===== config.mk =====
export PLATFORM = sky130hd
export DESIGN_NAME = flash_status_host
export DESIGN_NICKNAME = d
export VERILOG_FILES = /design/src/common/flash_status_pkg.sv /design/src/hw/flash_bus_cycle.sv /design/src/hw/flash_status_host.sv
export SDC_FILE = /design/constraint.sdc
export NUM_CORES = 1
export LEC_CHECK = 0
export BUFFER_PORTS_ARGS = -buffer_cell sky130_fd_sc_hd__buf_4
export CAP_MARGIN = 30
export CORE_ASPECT_RATIO = 0.7
export CORE_MARGIN = 2
export CORE_UTILIZATION = 61
export DETAILED_ROUTE_END_ITERATION = 7
export GPL_TIMING_DRIVEN = 0
export PLACE_DENSITY = 0.93
export SKIP_LAST_GASP = 1
export SLEW_MARGIN = 15
export SYNTH_ARGS = -nofsm -noshare
export SYNTH_HDL_FRONTEND = slang
export SYNTH_HIERARCHICAL = 1
export SYNTH_SLANG_ARGS = --single-unit

===== constraint.sdc =====
create_clock -name clk -period 5.2 [get_ports clk]
set_input_delay 1.56 -clock clk [delete_from_list [all_inputs] [get_ports clk]]
set_output_delay 1.56 -clock clk [all_outputs]
set_load 0.01 [all_outputs]

===== src/common/flash_status_pkg.sv =====
/*
 * Shared constants and carriers for the flash status host controller.
 * Assumes a 50 MHz system clock and an asynchronous NOR flash on the pins.
 */
package flash_status_pkg;

	// ---------------------------------------------------------------
	// Flash command codes
	// ---------------------------------------------------------------
	localparam logic [15:0] CMD_READ_STATUS = 16'h0070;
	localparam logic [15:0] CMD_CLEAR_STATUS = 16'h0050;
	localparam logic [15:0] CMD_READ_ARRAY = 16'h00ff;
	localparam logic [7:0] STATUS_RESET = 8'h80;

	// ---------------------------------------------------------------
	// Status bit positions
	// ---------------------------------------------------------------
	localparam int BIT_READY = 7;
	localparam int BIT_ERASE_SUSP = 6;
	localparam int BIT_ERASE_FAIL = 5;
	localparam int BIT_PROG_FAIL = 4;
	localparam int BIT_SUPPLY_ERR = 3;
	localparam int BIT_PROG_SUSP = 2;
	localparam int BIT_LOCK_ERR = 1;

	// ---------------------------------------------------------------
	// Controller register map (byte offsets)
	// ---------------------------------------------------------------
	localparam logic [7:0] REG_CTRL = 8'h00;
	localparam logic [7:0] REG_ADDR = 8'h04;
	localparam logic [7:0] REG_WDATA = 8'h08;
	localparam logic [7:0] REG_STATUS = 8'h0c;
	localparam logic [7:0] REG_RDATA = 8'h10;
	localparam logic [3:0] CTRL_WRITE = 4'h1;
	localparam logic [3:0] CTRL_READ = 4'h2;
	localparam logic [3:0] CTRL_CLEAR = 4'h3;
	localparam logic [3:0] CTRL_STATUS = 4'h4;
	localparam int CTRL_GO_BIT = 31;
	localparam int CTRL_DIE_BIT = 8;
	localparam logic [1:0] RESP_OKAY = 2'b00;
	localparam logic [1:0] RESP_SLVERR = 2'b10;

	// ---------------------------------------------------------------
	// Bus timing
	// ---------------------------------------------------------------
	localparam int CLK_NS = 20;
	localparam int T_ACCESS_NS = 100;
	localparam int T_PULSE_NS = 70;
	localparam int T_RECOVER_NS = 30;
	localparam logic [3:0] ACCESS_CYC =
		4'((T_ACCESS_NS + CLK_NS - 1) / CLK_NS);
	localparam logic [3:0] PULSE_CYC =
		4'((T_PULSE_NS + CLK_NS - 1) / CLK_NS);
	localparam logic [3:0] RECOVER_CYC =
		4'((T_RECOVER_NS + CLK_NS - 1) / CLK_NS);
	localparam int DIE_ADDR_BIT = 23;

	// Flash pin bundle driven by the controller
	typedef struct packed {
		logic [23:0] addr;
		logic [15:0] dq_out;
		logic dq_oe;
		logic chip_select_n;
		logic out_enable_n;
		logic write_enable_n;
	} flash_pins_t;

	// One flash bus request
	typedef struct packed {
		logic is_read;
		logic [23:0] addr;
		logic [15:0] data;
	} flash_req_t;

endpackage


===== src/hw/flash_bus_cycle.sv =====
/*
 * One asynchronous flash bus cycle, read or write, timed by counters.
 * Assumes the data pins are already synchronised by the caller.
 */
`timescale 1ns/1ps

module flash_bus_cycle (
	input wire logic clk,
	input wire logic rstn,
	input wire logic start,
	input wire flash_status_pkg::flash_req_t req,
	input wire logic [15:0] dq_sync,
	output flash_status_pkg::flash_pins_t pins,
	output logic [15:0] rdata,
	output logic done
);
	typedef enum logic [1:0] {IDLE, STROBE, RECOVER} cyc_state_t;
	cyc_state_t state;
	logic [3:0] count;
	logic is_read;

	// -------------------------------------------------------------
	// Cycle sequencer
	// -------------------------------------------------------------
	// Every cycle ends deselected so the next read relatches status
	always_ff @(posedge clk) begin
		done <= 1'b0;
		if (!rstn) begin
			state <= IDLE;
			count <= 4'h0;
			is_read <= 1'b0;
			rdata <= 16'h0000;
			pins <= '{addr: 24'h00_0000, dq_out: 16'h0000, dq_oe: 1'b0,
				chip_select_n: 1'b1, out_enable_n: 1'b1,
				write_enable_n: 1'b1};
		end else begin
			unique case (state)
				IDLE: begin
					if (start) begin
						is_read <= req.is_read;
						pins.addr <= req.addr;
						pins.dq_out <= req.data;
						pins.dq_oe <= !req.is_read;
						pins.chip_select_n <= 1'b0;
						pins.out_enable_n <= !req.is_read;
						pins.write_enable_n <= req.is_read;
						count <= req.is_read ? flash_status_pkg::ACCESS_CYC
							: flash_status_pkg::PULSE_CYC;
						state <= STROBE;
					end
				end
				STROBE: begin
					if (count == 4'h1) begin
						// Write latches on rising write enable
						if (is_read)
							rdata <= dq_sync;
						pins.write_enable_n <= 1'b1;
						pins.out_enable_n <= 1'b1;
						pins.chip_select_n <= 1'b1;
						count <= flash_status_pkg::RECOVER_CYC;
						state <= RECOVER;
					end else begin
						count <= count - 4'h1;
					end
				end
				RECOVER: begin
					pins.dq_oe <= 1'b0;
					if (count == 4'h1) begin
						done <= 1'b1;
						state <= IDLE;
					end else begin
						count <= count - 4'h1;
					end
				end
			endcase
		end
	end
endmodule


===== src/hw/flash_status_host.sv =====
/*
 * Host controller issuing commands to a NOR flash and reading its
 * operation_status byte, ordered by software over AXI4-Lite.
 * Assumes an asynchronous flash on the pins, single reads only, and a
 * 16-bit data path; the pins resolve dq from dq_out and dq_oe.
 */
// Design decisions made here: the register addresses and the AXI4-Lite slave port.
//
// Overview of operation
// Every flash operation is a command code sent in an ordinary write cycle.
// Flash holds an 8-bit read-only operation_status; host only reads it.
// Status reads return status on low byte, zeros on upper byte.
// Progress flags self-clear; error flags stay until clear-status command.
// After reset or power-up the status reads 80h.
// No page-mode bursts in status mode; host uses single read cycles.
// Flash latches status on output enable fall or chip select assertion.
// Host raises output enable or deselects between status reads.
// Status read works at any program_supply_level.
// Bit 7 low means busy, lower bits invalid; high means ready.
// Bits 5,4: 00 ok, 01 program fail, 10 erase fail, 11 sequence error.
// Bit 3 set when program supply leaves range during program or erase.
// Bit 6 means erase suspended, bit 2 means program suspended.
// Bit 1 set when program or erase targets a locked block.
// Bit 0 is reserved and meaningless.
// Clear errors by writing single cycle 0050h to any address.
// Any flash reset returns the status to its default.
// Dual-die parts need clear-status sent to each die's base address; host sends the first copy to addr_reg, then to 800000h.
// After clear-status, reads return the status register.
// Sequence error during erase suspend sets both bits 4 and 5.
// Latched sequence error masks later erase faults after resume.
// Clear status before resuming a suspended erase.
// Clear-status works at any program_supply_level.
`timescale 1ns/1ps

module flash_status_host (
	input wire logic clk,
	input wire logic rstn,
	input wire logic [7:0] s_axi_awaddr,
	input wire logic s_axi_awvalid,
	output logic s_axi_awready,
	input wire logic [31:0] s_axi_wdata,
	input wire logic [3:0] s_axi_wstrb,
	input wire logic s_axi_wvalid,
	output logic s_axi_wready,
	output logic [1:0] s_axi_bresp,
	output logic s_axi_bvalid,
	input wire logic s_axi_bready,
	input wire logic [7:0] s_axi_araddr,
	input wire logic s_axi_arvalid,
	output logic s_axi_arready,
	output logic [31:0] s_axi_rdata,
	output logic [1:0] s_axi_rresp,
	output logic s_axi_rvalid,
	input wire logic s_axi_rready,
	input wire logic [15:0] dq_in,
	output logic [15:0] dq_out,
	output logic dq_oe,
	output logic [23:0] flash_addr,
	output logic chip_select_n,
	output logic out_enable_n,
	output logic write_enable_n,
	output logic reset_n
);
	typedef enum logic [2:0] {
		IDLE, SEND, WAIT, CLEAR_NEXT, POLL_CMD, POLL_READ
	} host_state_t;

	host_state_t state;
	logic [23:0] addr_reg;
	logic [15:0] wdata_reg;
	logic [15:0] rdata_reg;
	logic [7:0] status_copy;
	logic busy;
	logic both_dies;
	logic second_die;
	logic status_mode;
	logic after_poll;
	logic cyc_start;
	flash_status_pkg::flash_req_t cyc_req;
	flash_status_pkg::flash_pins_t pins;
	logic [15:0] cyc_rdata;
	logic cyc_done;
	logic [15:0] dq_meta;
	logic [15:0] dq_sync;
	logic aw_held;
	logic w_held;
	logic [7:0] aw_addr;
	logic [31:0] w_data;
	logic [3:0] w_strb;
	logic go;
	logic [3:0] go_op;

	// ---------------------------------------------------------------
	// Pin input synchroniser
	// ---------------------------------------------------------------
	always_ff @(posedge clk) begin
		if (!rstn) begin
			dq_meta <= 16'h0000;
			dq_sync <= 16'h0000;
		end else begin
			dq_meta <= dq_in;
			dq_sync <= dq_meta;
		end
	end

	flash_bus_cycle flash_bus_cycle_inst (
		.clk(clk),
		.rstn(rstn),
		.start(cyc_start),
		.req(cyc_req),
		.dq_sync(dq_sync),
		.pins(pins),
		.rdata(cyc_rdata),
		.done(cyc_done)
	);

	// Pins are registered inside the cycle engine
	assign dq_out = pins.dq_out;
	assign dq_oe = pins.dq_oe;
	assign flash_addr = pins.addr;
	assign chip_select_n = pins.chip_select_n;
	assign out_enable_n = pins.out_enable_n;
	assign write_enable_n = pins.write_enable_n;

	// ---------------------------------------------------------------
	// Flash reset pin follows system reset
	// ---------------------------------------------------------------
	// Keeps flash status and read mode in step with the host: see
	always_ff @(posedge clk) begin
		reset_n <= rstn;
	end

	// ---------------------------------------------------------------
	// AXI4-Lite write channel
	// ---------------------------------------------------------------
	// Address and data held independently; response after both
	assign go = aw_held && w_held && !s_axi_bvalid;
	assign go_op = w_data[3:0];

	always_ff @(posedge clk) begin
		if (!rstn) begin
			aw_held <= 1'b0;
			w_held <= 1'b0;
			aw_addr <= 8'h00;
			w_data <= 32'h0000_0000;
			w_strb <= 4'h0;
			s_axi_awready <= 1'b0;
			s_axi_wready <= 1'b0;
			s_axi_bvalid <= 1'b0;
			s_axi_bresp <= flash_status_pkg::RESP_OKAY;
		end else begin
			s_axi_awready <= !aw_held && !s_axi_awready && !s_axi_bvalid;
			s_axi_wready <= !w_held && !s_axi_wready && !s_axi_bvalid;
			if (s_axi_awvalid && s_axi_awready) begin
				aw_held <= 1'b1;
				aw_addr <= s_axi_awaddr;
			end
			if (s_axi_wvalid && s_axi_wready) begin
				w_held <= 1'b1;
				w_data <= s_axi_wdata;
				w_strb <= s_axi_wstrb;
			end
			if (go) begin
				aw_held <= 1'b0;
				w_held <= 1'b0;
				s_axi_bvalid <= 1'b1;
				if (aw_addr == flash_status_pkg::REG_CTRL ||
					aw_addr == flash_status_pkg::REG_ADDR ||
					aw_addr == flash_status_pkg::REG_WDATA)
					s_axi_bresp <= flash_status_pkg::RESP_OKAY;
				else
					s_axi_bresp <= flash_status_pkg::RESP_SLVERR;
			end else if (s_axi_bvalid && s_axi_bready) begin
				s_axi_bvalid <= 1'b0;
			end
		end
	end

	// Address and write-data registers; byte lanes honoured
	always_ff @(posedge clk) begin
		if (!rstn) begin
			addr_reg <= 24'h00_0000;
			wdata_reg <= 16'h0000;
		end else if (go && !busy) begin
			if (aw_addr == flash_status_pkg::REG_ADDR) begin
				if (w_strb[0])
					addr_reg[7:0] <= w_data[7:0];
				if (w_strb[1])
					addr_reg[15:8] <= w_data[15:8];
				if (w_strb[2])
					addr_reg[23:16] <= w_data[23:16];
			end
			if (aw_addr == flash_status_pkg::REG_WDATA) begin
				if (w_strb[0])
					wdata_reg[7:0] <= w_data[7:0];
				if (w_strb[1])
					wdata_reg[15:8] <= w_data[15:8];
			end
		end
	end

	// ---------------------------------------------------------------
	// Operation sequencer
	// ---------------------------------------------------------------
	// Orders arriving while busy are dropped; software polls busy first
	always_ff @(posedge clk) begin
		cyc_start <= 1'b0;
		if (!rstn) begin
			state <= IDLE;
			busy <= 1'b0;
			both_dies <= 1'b0;
			second_die <= 1'b0;
			status_mode <= 1'b0;
			after_poll <= 1'b0;
			rdata_reg <= 16'h0000;
			status_copy <= flash_status_pkg::STATUS_RESET;
			cyc_req <= '0;
		end else begin
			unique case (state)
				IDLE: begin
					if (go && !busy && w_strb[0] &&
						w_data[flash_status_pkg::CTRL_GO_BIT] &&
						aw_addr == flash_status_pkg::REG_CTRL) begin
						busy <= 1'b1;
						both_dies <= w_data[flash_status_pkg::CTRL_DIE_BIT];
						second_die <= 1'b0;
						after_poll <= 1'b0;
						state <= SEND;
						cyc_req.addr <= addr_reg;
						cyc_req.is_read <= 1'b0;
						cyc_req.data <= wdata_reg;
						if (go_op == flash_status_pkg::CTRL_READ) begin
							cyc_req.is_read <= 1'b1;
						end else if (go_op == flash_status_pkg::CTRL_CLEAR) begin
							// Single cycle, any address, no confirm: see
							// Lets software wipe errors before an erase
							// resumes: see
							cyc_req.data <= flash_status_pkg::CMD_CLEAR_STATUS;
						end else if (go_op == flash_status_pkg::CTRL_STATUS) begin
							if (status_mode) begin
								cyc_req.is_read <= 1'b1;
								state <= POLL_READ;
							end else begin
								cyc_req.data <=
									flash_status_pkg::CMD_READ_STATUS;
								state <= POLL_CMD;
							end
						end else if (go_op != flash_status_pkg::CTRL_WRITE) begin
							busy <= 1'b0;
							state <= IDLE;
						end
					end
				end
				SEND, POLL_CMD, POLL_READ: begin
					cyc_start <= 1'b1;
					if (state == POLL_CMD)
						after_poll <= 1'b1;
					else if (state == POLL_READ)
						after_poll <= 1'b0;
					state <= WAIT;
				end
				WAIT: begin
					if (cyc_done) begin
						if (cyc_req.is_read) begin
							rdata_reg <= cyc_rdata;
							if (status_mode) begin
								// Upper byte zero in status mode: see
								status_copy <= cyc_rdata[7:0];
							end
							busy <= 1'b0;
							state <= IDLE;
						end else if (after_poll) begin
							status_mode <= 1'b1;
							cyc_req.is_read <= 1'b1;
							state <= POLL_READ;
						end else begin
							// Clear and most commands leave status mode on:

							status_mode <= cyc_req.data !=
								flash_status_pkg::CMD_READ_ARRAY;
							if (both_dies && !second_die) begin
								state <= CLEAR_NEXT;
							end else begin
								busy <= 1'b0;
								state <= IDLE;
							end
						end
					end
				end
				CLEAR_NEXT: begin
					// Repeat at the second die's base (bit 23 set): see
					second_die <= 1'b1;
					cyc_req.addr <= 24'h00_0001 <<
						flash_status_pkg::DIE_ADDR_BIT;
					state <= SEND;
				end
				default: state <= IDLE;
			endcase
		end
	end

	// ---------------------------------------------------------------
	// AXI4-Lite read channel
	// ---------------------------------------------------------------
	// Status fields reported as read; bit meanings: see

	always_ff @(posedge clk) begin
		if (!rstn) begin
			s_axi_arready <= 1'b0;
			s_axi_rvalid <= 1'b0;
			s_axi_rdata <= 32'h0000_0000;
			s_axi_rresp <= flash_status_pkg::RESP_OKAY;
		end else begin
			s_axi_arready <= !s_axi_arready && !s_axi_rvalid;
			if (s_axi_arvalid && s_axi_arready) begin
				s_axi_rvalid <= 1'b1;
				s_axi_rresp <= flash_status_pkg::RESP_OKAY;
				unique case (s_axi_araddr)
					flash_status_pkg::REG_ADDR:
						s_axi_rdata <= {8'h00, addr_reg};
					flash_status_pkg::REG_WDATA:
						s_axi_rdata <= {16'h0000, wdata_reg};
					flash_status_pkg::REG_STATUS:
						s_axi_rdata <= {14'h0000, status_mode, busy,
							8'h00, status_copy};
					flash_status_pkg::REG_RDATA:
						s_axi_rdata <= {16'h0000, rdata_reg};
					flash_status_pkg::REG_CTRL:
						s_axi_rdata <= 32'h0000_0000;
					default: begin
						s_axi_rdata <= 32'h0000_0000;
						s_axi_rresp <= flash_status_pkg::RESP_SLVERR;
					end
				endcase
			end else if (s_axi_rvalid && s_axi_rready) begin
				s_axi_rvalid <= 1'b0;
			end
		end
	end
endmodule


==> impl_metrics.yaml <==
synth:
  ys.flop_type: "dfxtp_1"
  async_flop_share_pct: 0
  synth_top_cell_by_area: "dfxtp_1"
  synthTopCellsByArea: "dfxtp_1, nand2_1, a21oi_1"
  synth_edf_count: 0
  synth_seq_cells: 284
  yosysWarnings: 6
  yosysSeqAreaShare_pct: 52.9
  synthCells: 1187
  synth_area_sq_um: 10800
  synth.avg_cell_area_sq_um: 9.06
  synth_top_area_share_pct: 52.9
  ys_types: 69
critical_path:
  cp-end-kind: "flip-flop"
  crit_end: "cyc_start$_SDFF_PN0_"
  path_max_fanout: 14
  ff2ff_setup_slack_ns: 3.12
  cp-start-kind: "input pin"
  r2r_cells: 5
  critical_path.cell_chain: "buf_4 -> inv_1 -> clkbuf_1 -> clkbuf_1 -> nor3_1"
  max_stage_delay_ns: 0.57
  crit_required_ns: 5.55
  r2r-start: "busy$_SDFFE_PN0P_"
  crit_type: "input pin to flip-flop"
  crit_slowest_cell: "clkbuf_1"
  r2r-end: "cyc_req[30]$_SDFFE_PN0P_"
  startpoint: "rstn"
  crit_top_cell: "clkbuf_1"
  cp.arrival_ns: 3.42
clocking:
  cts_sinks: 284
  post-cts-setup-buffer-count: 0
  cts_buffers: 25
  cts_resized: 0
  clk-insertion-delay-late_ns: 0.53
  cts-root-buf: "clkbuf_16"
  clk_pin_slew_ns: 0.07
  h-tree-depth: 1
  cts_tree: "yes"
  clk_path_buf_depth: 3
  postCtsHoldBufs: 0
die:
  num_rows: 40
  dieArea_sq_um: 18700
  dieWidth_um: 163
  core_sq_um: 17200
  start_util_pct: 62.4
  dieHeight_um: 115
  ios: 161
layout:
  fill_cells: 1215
  drive_gt1_share_pct: 17.7
  syn_to_final_growth_pct: 19.9
  fin_nets: 1444
  fin_area_sq_um: 12900
  top_register: "flash_bus_cycle_inst/pins"
  largest_register_ffs: 44
  finalCoreUtilization_pct: 74.9
  reg_top3: "flash_bus_cycle_inst/pins x44, cyc_req x41, w_data x25"
  final_cell_mix: "nand2_1, dfxtp_1, buf_4, a21oi_1, clkbuf_1"
  layout_commonest_cell: "nand2_1"
placed_design:
  port_buffers: 140
  hpwl_um: 21700
  placed_area_sq_um: 12100
  globalplace.congestion: 0.958
sta:
  fin_hold_ws_ns: 0.431
  rsz0062_at_grt: "no"
  fmax_ghz: 0.325
  final.setup_skew_ns: 0.00884
  final.setup.tns_ns: 0
  tightest_slew_ns: 0.842
  finalMaxSlewViolations: 0
  fin_crit_sh_pct: 59.1
  setup_viol: 0
  timing.final.crit_period_ns: 3.07
  hold_viol: 0
  relSlewSlack_pct: 43.9
route:
  drt-wirelength-per-cell_um: 18.9
  drc: 0
  vias_per_cell: 5.98
  first_pass_iters: 6
  drt_iter0_drc: 1218
  totalWireLength_um: 30500
  antenna_left: 0
  vias: 9661
job:
  drv_cap: 0
grt:
  overflow: 0
  antenna_found_initial: 3
  grt_first_pass_wirelength_um: 46700
  grt_util_all_layers_pct: 31.8
  first_global_vias: 8935
  grt_max_degree: 16
power:
  power_mw: 4.20
  peakVddDrop_mv: 0.204
  p_leak_nw: 5.08
  power_density_nw_per_um2: 326
outcome:
  status: "completed"
min_path:
  hold-path-cell-count: 1
  hp-class: "flip-flop to flip-flop"
==> stage by stage <==
stage / setup WS [ns] / cells
6_report: 2.13 / 1615
2_1_floorplan: 2.30 / 1196
3_5_place_dp: 1.72 / 1567
4_1_cts: 2.24 / 1612
5_1_grt: 2.10 / 1613
3_3_place_gp: 1.73 / 1567
==> power by group <==
part	internal [mW]	leakage, nW	switching [mW]
Clock	0.933	0.373	0.808
Combinational	0.0910	2.41	0.145
Sequential	2.21	2.30	0.0209
Total	3.23	5.08	0.974
==> worst min-delay path by stage <==
stage,startpoint,end,slack (ns)
finish,dq_meta[14]$_SDFF_PN0_,dq_sync[14]$_SDFF_PN0_,0.43
global route,dq_meta[1]$_SDFF_PN0_,dq_sync[1]$_SDFF_PN0_,0.45
CTS,dq_meta[14]$_SDFF_PN0_,dq_sync[14]$_SDFF_PN0_,0.43
detailed placement,dq_meta[14]$_SDFF_PN0_,dq_sync[14]$_SDFF_PN0_,0.42
global placement,dq_meta[12]$_SDFF_PN0_,dq_sync[12]$_SDFF_PN0_,0.42
floorplan,dq_meta[0]$_SDFF_PN0_,dq_sync[0]$_SDFF_PN0_,0.41
==> cell families (layout without fill, tap and decap cells) <==
| kind of cell | after synthesis | in the layout | synth area share (%) |
|---|---|---|---|
| xor gates and xnor gates | 1 | 1 | 0.0815 |
| DFF | 284 | 284 | 52.9 |
| buffers and inverters | 99 | 285 | 4.52 |
| and+or+nand+nor | 474 | 474 | 21.3 |
| adders and majority gates | 5 | 5 | 0.582 |
| AOI/OAI and AO/OA | 281 | 281 | 16.7 |
| other | 1 | 12 | 0.0349 |
| muxes | 42 | 42 | 3.91 |
==> synth_stat cells (all sizes together) (3+ instances only) <==
| library cell | n |
|---|---|
| nand2 | 308 |
| dfxtp | 284 |
| a21oi | 141 |
| clkbuf | 48 |
| a22o | 44 |
| mux2i | 42 |
| buf | 41 |
| and2 | 36 |
| a22oi | 32 |
| o21ai | 29 |
| nand3 | 25 |
| nor2 | 25 |
| nor3 | 15 |
| nor4 | 13 |
| a2bb2oi | 10 |
| inv | 10 |
| nor2b | 9 |
| nand2b | 8 |
| nand4 | 6 |
| nor3b | 6 |
| ha | 5 |
| and3 | 4 |
| a211oi | 3 |
| a31oi | 3 |
| nand3b | 3 |
| nand4b | 3 |
==> worst max-delay path, delay by kind of cell <==
family | cells | cell delay (ns)
buffers and inverters | 4 | 1.63
AND/OR/NAND/NOR | 1 | 0.23
==> per-layer routing <==
metal	vias to the layer above	global-route usage [%]	routed length [um]
met5	-	0	0
met4	0	9.85	978
met3	92	8.80	3910
met2	600	49.0	12900
met1	4537	43.9	12700
li1	4432	-	-
==> area by class of cell <==
class / count / area (sq um) / share of cell area (%)
plain buffers: 89 / 448 / 3.48
clock buffers: 34 / 689 / 5.35
multi-input cells: 813 / 4610 / 35.8
clock inverters: 11 / 63.8 / 0.495
repair buffers: 141 / 1060 / 8.19
flip-flops and latches: 284 / 5690 / 44.1
diodes: 2 / 5.00 / 0.0388
well taps: 231 / 289 / 2.24
inverters: 10 / 37.5 / 0.291
Note: power is estimated with default switching activity, not from simulation.
